===== config.mk =====
export PLATFORM = sky130hd
export DESIGN_NAME = dual_timer_control_mode
export DESIGN_NICKNAME = d
export VERILOG_FILES = /design/src/design/timer_pkg.sv /design/src/design/dual_timer_control_mode.sv
export SDC_FILE = /design/constraint.sdc
export NUM_CORES = 1
export LEC_CHECK = 0
export BUFFER_PORTS_ARGS = -buffer_cell sky130_fd_sc_hd__buf_2
export CORE_MARGIN = 2
export CORE_UTILIZATION = 60
export CTS_BUF_LIST = sky130_fd_sc_hd__clkbuf_8
export CTS_CLUSTER_DIAMETER = 100
export DETAILED_ROUTE_END_ITERATION = 7
export GPL_TIMING_DRIVEN = 0
export PLACE_DENSITY = 0.92
export REMOVE_ABC_BUFFERS = 1
export SLEW_MARGIN = 20
export SYNTH_ARGS = -nofsm -noshare
export SYNTH_HDL_FRONTEND = slang
export SYNTH_SLANG_ARGS = --single-unit

===== constraint.sdc =====
create_clock -name clk -period 4.4 [get_ports clk]
set_input_delay 0 -clock clk [delete_from_list [all_inputs] [get_ports clk]]
set_output_delay 0 -clock clk [all_outputs]
set_load 0.05 [all_outputs]

===== src/design/timer_pkg.sv =====
package timer_pkg;

    // ==========================================================
    // Register addresses on the special-function register bus
    // ==========================================================
    localparam logic [7:0] ADDR_CONTROL = 8'h88;
    localparam logic [7:0] ADDR_MODE = 8'h89;
    localparam logic [7:0] ADDR_ZERO_LOW = 8'h8A;
    localparam logic [7:0] ADDR_ONE_LOW = 8'h8B;
    localparam logic [7:0] ADDR_ZERO_HIGH = 8'h8C;
    localparam logic [7:0] ADDR_ONE_HIGH = 8'h8D;
    localparam logic [7:0] BIT_ADDR_BASE = 8'h88;
    localparam int BIT_SEL_W = 3;
    localparam logic [7:0] RESET_BYTE = 8'h00;
    localparam logic [7:0] READ_UNMAPPED = 8'h00;

    // ==========================================================
    // Control register bit positions
    // ==========================================================
    localparam int CTL_ONE_OVF = 7;
    localparam int CTL_ONE_RUN = 6;
    localparam int CTL_ZERO_OVF = 5;
    localparam int CTL_ZERO_RUN = 4;
    localparam int CTL_X1_FLAG = 3;
    localparam int CTL_X1_TYPE = 2;
    localparam int CTL_X0_FLAG = 1;
    localparam int CTL_X0_TYPE = 0;

    // ==========================================================
    // Mode register field positions
    // ==========================================================
    localparam int MOD_ONE_GATE = 7;
    localparam int MOD_ONE_CSEL = 6;
    localparam int MOD_ONE_MODE_LSB = 4;
    localparam int MOD_ZERO_GATE = 3;
    localparam int MOD_ZERO_CSEL = 2;
    localparam int MOD_ZERO_MODE_LSB = 0;
    localparam int MODE_W = 2;

    // ==========================================================
    // Counter geometry
    // ==========================================================
    localparam int LOW5_W = 5;
    localparam logic [4:0] LOW5_ONES = 5'h1F;
    localparam logic [7:0] BYTE_ONES = 8'hFF;
    localparam logic [7:0] BYTE_ONE = 8'h01;

    // ==========================================================
    // Synchronised input positions
    // ==========================================================
    localparam int PIN_CNT_ZERO = 0;
    localparam int PIN_CNT_ONE = 1;
    localparam int PIN_X0 = 2;
    localparam int PIN_X1 = 3;
    localparam int PIN_COUNT = 4;

    typedef enum logic [1:0] {
        MODE_13BIT = 2'b00,
        MODE_16BIT = 2'b01,
        MODE_RELOAD8 = 2'b10,
        MODE_SPLIT = 2'b11
    } timer_op_t;

endpackage


===== src/design/dual_timer_control_mode.sv =====
`timescale 1ns/1ns

module dual_timer_control_mode (
    input wire logic clk,
    input wire logic rst_b,
    input wire logic ce,
    input wire logic [7:0] sfr_addr,
    input wire logic sfr_wr,
    input wire logic sfr_rd,
    input wire logic [7:0] sfr_wdata,
    output logic [7:0] sfr_rdata,
    input wire logic sfr_bit_wr,
    input wire logic [7:0] sfr_bit_addr,
    input wire logic sfr_bit_val,
    input wire logic vector_timer_zero,
    input wire logic vector_timer_one,
    input wire logic vector_ext_irq_zero,
    input wire logic vector_ext_irq_one,
    input wire logic timer_zero_count_pin,
    input wire logic timer_one_count_pin,
    input wire logic ext_irq_zero_input,
    input wire logic ext_irq_one_input,
    input wire logic ext_irq_zero_polarity,
    input wire logic ext_irq_one_polarity,
    input wire logic timer_zero_clock_tick,
    input wire logic timer_one_clock_tick,
    output logic [7:0] timer_control,
    output logic timer_one_overflow
);

    // ==========================================================
    // State
    // ==========================================================
    typedef struct packed {
        logic [timer_pkg::PIN_COUNT-1:0] sync1;
        logic [timer_pkg::PIN_COUNT-1:0] sync2;
        logic [timer_pkg::PIN_COUNT-1:0] prev;
        logic [7:0] control;
        logic [7:0] mode;
        logic [7:0] zero_low;
        logic [7:0] zero_high;
        logic [7:0] one_low;
        logic [7:0] one_high;
        logic [7:0] rdata;
        logic one_pulse;
    } state_t;

    state_t q;
    state_t d;

    timer_pkg::timer_op_t mode_zero;
    timer_pkg::timer_op_t mode_one;
    logic split;
    logic x0_act;
    logic x1_act;
    logic x0_edge;
    logic x1_edge;
    logic run_zero;
    logic run_one;
    logic inc_zero;
    logic inc_one;
    logic inc_zero_high;
    logic ovf_zero;
    logic ovf_one;
    logic ovf_one_flag;
    logic bit_hit;
    logic [timer_pkg::PIN_COUNT-1:0] fall;
    logic [16:0] res_zero;
    logic [16:0] res_one;
    logic [8:0] res_split_low;
    logic [8:0] res_split_high;

    // ==========================================================
    // Counting helpers
    // ==========================================================
    // Returns {overflow, high, low} after one increment in the given mode.
    function automatic logic [16:0] step(
        input timer_pkg::timer_op_t m,
        input logic [7:0] lo,
        input logic [7:0] hi
    );
        logic [13:0] s13;
        logic [16:0] s16;
        logic [8:0] s8;
        logic [16:0] r;
        s13 = {1'b0, hi, lo[timer_pkg::LOW5_W-1:0]} + 14'h0001;
        s16 = {1'b0, hi, lo} + 17'h00001;
        s8 = {1'b0, lo} + 9'h001;
        case (m)
            timer_pkg::MODE_13BIT:
                // The three upper low-byte bits are left untouched.
                r = {s13[13], s13[12:timer_pkg::LOW5_W],
                    lo[7:timer_pkg::LOW5_W], s13[timer_pkg::LOW5_W-1:0]};
            timer_pkg::MODE_16BIT:
                r = s16;
            timer_pkg::MODE_RELOAD8:
                r = {s8[8], hi, (s8[8] ? hi : s8[7:0])};
            default:
                r = {1'b0, hi, lo};
        endcase
        return r;
    endfunction

    function automatic logic [8:0] inc8(input logic [7:0] v);
        return {1'b0, v} + 9'h001;
    endfunction

    function automatic logic active_level(input logic level, input logic pol);
        return pol ? level : ~level;
    endfunction

    // ==========================================================
    // Next-state logic
    // ==========================================================
    always_comb
    begin
        d = q;
        // Edge decisions look only at the second and third stages.
        d.sync1 = {ext_irq_one_input, ext_irq_zero_input,
            timer_one_count_pin, timer_zero_count_pin};
        d.sync2 = q.sync1;
        d.prev = q.sync2;
        fall = q.prev & ~q.sync2;

        mode_zero = timer_pkg::timer_op_t'(
            q.mode[timer_pkg::MOD_ZERO_MODE_LSB +: timer_pkg::MODE_W]);
        mode_one = timer_pkg::timer_op_t'(
            q.mode[timer_pkg::MOD_ONE_MODE_LSB +: timer_pkg::MODE_W]);
        split = (mode_zero == timer_pkg::MODE_SPLIT);

        x0_act = active_level(q.sync2[timer_pkg::PIN_X0], ext_irq_zero_polarity);
        x1_act = active_level(q.sync2[timer_pkg::PIN_X1], ext_irq_one_polarity);
        x0_edge = x0_act & ~active_level(q.prev[timer_pkg::PIN_X0], ext_irq_zero_polarity);
        x1_edge = x1_act & ~active_level(q.prev[timer_pkg::PIN_X1], ext_irq_one_polarity);

        run_zero = q.control[timer_pkg::CTL_ZERO_RUN] &
            (~q.mode[timer_pkg::MOD_ZERO_GATE] | x0_act);
        inc_zero = run_zero & (q.mode[timer_pkg::MOD_ZERO_CSEL] ?
            fall[timer_pkg::PIN_CNT_ZERO] : timer_zero_clock_tick);

        // While timer zero is split, timer one runs by mode alone, on
        // internal ticks only, and loses its flag to the split high byte.
        if (split)
        begin
            run_one = (mode_one != timer_pkg::MODE_SPLIT);
        end
        else
        begin
            run_one = q.control[timer_pkg::CTL_ONE_RUN] &
                (~q.mode[timer_pkg::MOD_ONE_GATE] | x1_act) &
                (mode_one != timer_pkg::MODE_SPLIT);
        end
        inc_one = run_one & ((q.mode[timer_pkg::MOD_ONE_CSEL] & ~split) ?
            fall[timer_pkg::PIN_CNT_ONE] : timer_one_clock_tick);
        inc_zero_high = split & q.control[timer_pkg::CTL_ONE_RUN] &
            timer_zero_clock_tick;

        res_zero = step(mode_zero, q.zero_low, q.zero_high);
        res_one = step(mode_one, q.one_low, q.one_high);
        res_split_low = inc8(q.zero_low);
        res_split_high = inc8(q.zero_high);

        ovf_zero = 1'b0;
        if (split)
        begin
            if (inc_zero)
            begin
                d.zero_low = res_split_low[7:0];
                ovf_zero = res_split_low[8];
            end
            if (inc_zero_high)
            begin
                d.zero_high = res_split_high[7:0];
            end
        end
        else if (inc_zero)
        begin
            {ovf_zero, d.zero_high, d.zero_low} = res_zero;
        end

        ovf_one = 1'b0;
        if (inc_one)
        begin
            {ovf_one, d.one_high, d.one_low} = res_one;
        end
        // The raw overflow of timer one stays usable by other peripherals.
        d.one_pulse = ovf_one;
        ovf_one_flag = split ? (inc_zero_high & res_split_high[8]) : ovf_one;

        // Software writes land after counting, so a store to a count byte always sticks.
        if (sfr_wr)
        begin
            case (sfr_addr)
                timer_pkg::ADDR_CONTROL: d.control = sfr_wdata;
                timer_pkg::ADDR_MODE: d.mode = sfr_wdata;
                timer_pkg::ADDR_ZERO_LOW: d.zero_low = sfr_wdata;
                timer_pkg::ADDR_ONE_LOW: d.one_low = sfr_wdata;
                timer_pkg::ADDR_ZERO_HIGH: d.zero_high = sfr_wdata;
                timer_pkg::ADDR_ONE_HIGH: d.one_high = sfr_wdata;
                default: d.control = d.control;
            endcase
        end
        bit_hit = sfr_bit_wr && (sfr_bit_addr[7:timer_pkg::BIT_SEL_W] ==
            timer_pkg::BIT_ADDR_BASE[7:timer_pkg::BIT_SEL_W]);
        if (bit_hit)
        begin
            d.control[sfr_bit_addr[timer_pkg::BIT_SEL_W-1:0]] = sfr_bit_val;
        end

        // Vectoring clears come first; hardware sets are applied last.
        if (vector_timer_zero)
        begin
            d.control[timer_pkg::CTL_ZERO_OVF] = 1'b0;
        end
        if (vector_timer_one)
        begin
            d.control[timer_pkg::CTL_ONE_OVF] = 1'b0;
        end
        if (vector_ext_irq_zero && q.control[timer_pkg::CTL_X0_TYPE])
        begin
            d.control[timer_pkg::CTL_X0_FLAG] = 1'b0;
        end
        if (vector_ext_irq_one && q.control[timer_pkg::CTL_X1_TYPE])
        begin
            d.control[timer_pkg::CTL_X1_FLAG] = 1'b0;
        end
        if (ovf_zero)
        begin
            d.control[timer_pkg::CTL_ZERO_OVF] = 1'b1;
        end
        if (ovf_one_flag)
        begin
            d.control[timer_pkg::CTL_ONE_OVF] = 1'b1;
        end
        if (q.control[timer_pkg::CTL_X0_TYPE] ? x0_edge : x0_act)
        begin
            d.control[timer_pkg::CTL_X0_FLAG] = 1'b1;
        end
        if (q.control[timer_pkg::CTL_X1_TYPE] ? x1_edge : x1_act)
        begin
            d.control[timer_pkg::CTL_X1_FLAG] = 1'b1;
        end

        if (sfr_rd)
        begin
            case (sfr_addr)
                timer_pkg::ADDR_CONTROL: d.rdata = q.control;
                timer_pkg::ADDR_MODE: d.rdata = q.mode;
                timer_pkg::ADDR_ZERO_LOW: d.rdata = q.zero_low;
                timer_pkg::ADDR_ONE_LOW: d.rdata = q.one_low;
                timer_pkg::ADDR_ZERO_HIGH: d.rdata = q.zero_high;
                timer_pkg::ADDR_ONE_HIGH: d.rdata = q.one_high;
                default: d.rdata = timer_pkg::READ_UNMAPPED;
            endcase
        end
    end

    // ==========================================================
    // Registers
    // ==========================================================
    always_ff @(posedge clk or negedge rst_b)
    begin
        if (!rst_b)
        begin
            q <= '0;
        end
        else if (ce)
        begin
            q <= d;
        end
    end

    assign sfr_rdata = q.rdata;
    assign timer_control = q.control;
    assign timer_one_overflow = q.one_pulse;
endmodule // dual_timer_control_mode


==> results.sh <==
export IMPL_status="completed"
export IMPL_finClkSkew_ns=0.0104
export IMPL_ys_ff_latch=69
export IMPL_antenna_found_initial=0
export IMPL_viasPerCell=7.18
export IMPL_power_mw=1.91
export IMPL_fmax_mhz=369
export IMPL_synth_edff_count=0
export IMPL_min_period_ns=2.71
export IMPL_grt_overflow_total=0
export IMPL_leakage_nw=2.32
export IMPL_nNetsFinal=701
export IMPL_fin_ws_ns=1.69
export IMPL_worstMarginPinSlew_ns=0.931
export IMPL_final_seq_area_um2=1730
export IMPL_num_fill_cells=667
export IMPL_grt_max_degree=77
export IMPL_cts_inserted_buffers=9
export IMPL_gp_congestion=0.993
export IMPL_io_buffers=59
export IMPL_grt_pass1_vias=5179
export IMPL_post_cts_buffers=0
export IMPL_layout_drive_gt1_share_pct=18.5
export IMPL_die_width_um=97.2
export IMPL_cts_tree="built"
export IMPL_grtUsageTotal_pct=35.8
export IMPL_routedWlPerCell_um=22.1
export IMPL_synth_flop_cell="dfrtp_1"
export IMPL_setup_tns_final_ns=0
export IMPL_hold_ws_ns=0.0170
export IMPL_p_per_area_nw_per_um2=335
export IMPL_antenna_left=0
export IMPL_place_hpwl_um=11700
export IMPL_rsz0062_at_grt="no"
export IMPL_worstPathRequired_ns=4.67
export IMPL_grt_pass1_wl_um=27100
export IMPL_avgSynthCellArea_um2=8.27
export IMPL_syn_to_final_growth_pct=9.22
export IMPL_maxCapViolations=0
export IMPL_async_flop_share_pct=100
export IMPL_critical_path_class="reg -> reg"
export IMPL_drtIter0Drc=807
export IMPL_io_pins=60
export IMPL_relSlewSlack_pct=37.9
export IMPL_start_util_pct=62.8
export IMPL_netlist_cell_type_count=73
export IMPL_setup_viol=0
export IMPL_clkTransAtPathRegs_ns=0.08
export IMPL_critical_path_arrival_ns=2.99
export IMPL_cp_end_kind="register"
export IMPL_hold_class="in -> reg"
export IMPL_die_h_um=97.2
export IMPL_netlist_area_um2=5210
export IMPL_die_area_um2=9440
export IMPL_holdBufCountCts=10
export IMPL_hold_viol_final=0
export IMPL_core_area_um2=8300
export IMPL_diodes=0
export IMPL_cp_max_fo=7
export IMPL_num_rows=33
export IMPL_cts_max_level=3
export IMPL_multi_input_area_um2=3160
export IMPL_clock_latency_ns=0.35
export IMPL_startpoint_type="register"
export IMPL_drc=0
export IMPL_cts_sinks=69
export IMPL_ir_worst_vdd_mv=0.353
export IMPL_wl_um=16900
export IMPL_dr_pass1_iters=5
export IMPL_pre_cts_slack_ns=1.79
export IMPL_postCtsResizedCells=0
export IMPL_fin_crit_sh_pct=61.7
export IMPL_vias=5485
export IMPL_cts_root_buf="clkbuf_8"
export IMPL_cts_buffer_depth=2
export IMPL_syn_inst=630
export IMPL_ys_seq_area_share_pct=33.1
export IMPL_yosysWarnings=0
export IMPL_slew_violations=0
-- worst paths after layout --
| check | startpoint | end | slack, ns | cells after the start |
|---|---|---|---|---|
| max | q[17]$_DFFE_PN0P_ | timer_control[7]$_DFFE_PN0P_ | 1.69 | 7 |
| min | sfr_wdata[7] | q[24]$_DFFE_PN0P_ | 0.02 | 3 |
| max reg2reg | q[17]$_DFFE_PN0P_ | timer_control[7]$_DFFE_PN0P_ | 1.69 | 7 |
| min reg2reg | sfr_rdata[7]$_DFFE_PN0P_ | sfr_rdata[7]$_DFFE_PN0P_ | 0.48 | 2 |
| max in group asynchronous | rst_b | q[9]$_DFFE_PN0P_ | 3.72 | 3 |
| min in group asynchronous | rst_b | q[30]$_DFFE_PN0P_ | 0.12 | 2 |
-- logic make-up (layout without fill, tap and decap cells) --
group,after synthesis,in the layout,share of synthesized area (%)
muxes,45,45,10.7
AOI/OAI and AO/OA,217,217,26.7
DFF,69,69,33.1
buffers and inverters,70,99,6.39
adders and majority gates,3,3,0.721
and+or+nand+nor,222,222,21.6
xor gates and xnor gates,4,4,0.673
-- cell usage after synthesis (9+ instances only) --
| cell type | instances | share of area [%] |
|---|---|---|
| o31ai_1 | 9 | 1.3 |
| nand3_1 | 22 | 2.1 |
| clkbuf_1 | 27 | 1.9 |
| nor2_1 | 41 | 3.0 |
| nand4_1 | 16 | 1.9 |
| nand2_1 | 80 | 5.8 |
| inv_1 | 12 | 0.86 |
| buf_4 | 16 | 2.3 |
| mux2_2 | 27 | 5.8 |
| dfrtp_1 | 69 | 33 |
| o22ai_1 | 19 | 2.3 |
| a21oi_1 | 64 | 6.1 |
| mux2i_1 | 12 | 2.3 |
| o21ai_0 | 45 | 4.3 |
| a31oi_1 | 12 | 1.4 |
-- cell type report --
class | count | share of cell area (%)
inverter | 13 | 0.858
tap | 105 | 2.31
timing repair buffer | 71 | 7.52
clock buffer | 11 | 2.66
multi-input combinational | 491 | 55.5
sequential | 69 | 30.3
clock inverter | 4 | 0.836
-- flip-flops by register name, summed over array words and instances, names as in the netlist --
signal and count:
timer_control 8, d 8, mode_one 2, q 40, timer_one_overflow 1, mode_zero 2, sfr_rdata 8
-- stage by stage --
stage          utilization, %  cell area (um^2)  std cells
4_1_cts                  68.6              5690        764
3_5_place_dp             65.0              5390        739
5_1_grt                  68.6              5690        764
6_report                 68.6              5690        764
3_3_place_gp             64.5              5350        737
2_1_floorplan               -              4930        573
-- power breakdown --
group          switching, mW  internal (mW)
Sequential             0.185          0.720
Combinational          0.252          0.205
Clock                  0.256          0.288
-- layout by cell type (no fill, tap or decap), types with 11 or more instances in the layout --
master	synthesis	layout
a21oi_1	64	64
a31oi_1	12	12
buf_2	7	57
clkbuf_8	0	11
dfrtp_1	69	69
inv_1	12	12
mux2_2	27	27
mux2i_1	12	12
nand2_1	80	80
nand3_1	22	22
nand4_1	16	16
nor2_1	41	41
o21ai_0	45	45
o22ai_1	19	19
-- per-layer routing --
layer | part of all wire [%] | vias up | track usage (%)
met3 | 12 | 103 | 8.42
li1 | - | 2425 | -
met4 | 6.1 | 0 | 18.6
met1 | 39 | 2564 | 49.3
met5 | 0 | - | 0
met2 | 42 | 393 | 52.8
-- worst max-delay path, cell delays in order, from the launching register on --
cell and delay (ns):
dfrtp_1 0.50, ha_1 0.31, nand4_1 0.32, nor2_1 0.50, a21oi_1 0.24, nor4b_1 0.33
o21ai_0 0.22, o221ai_1 0.22
Note: power is estimated with default switching activity, not from simulation.
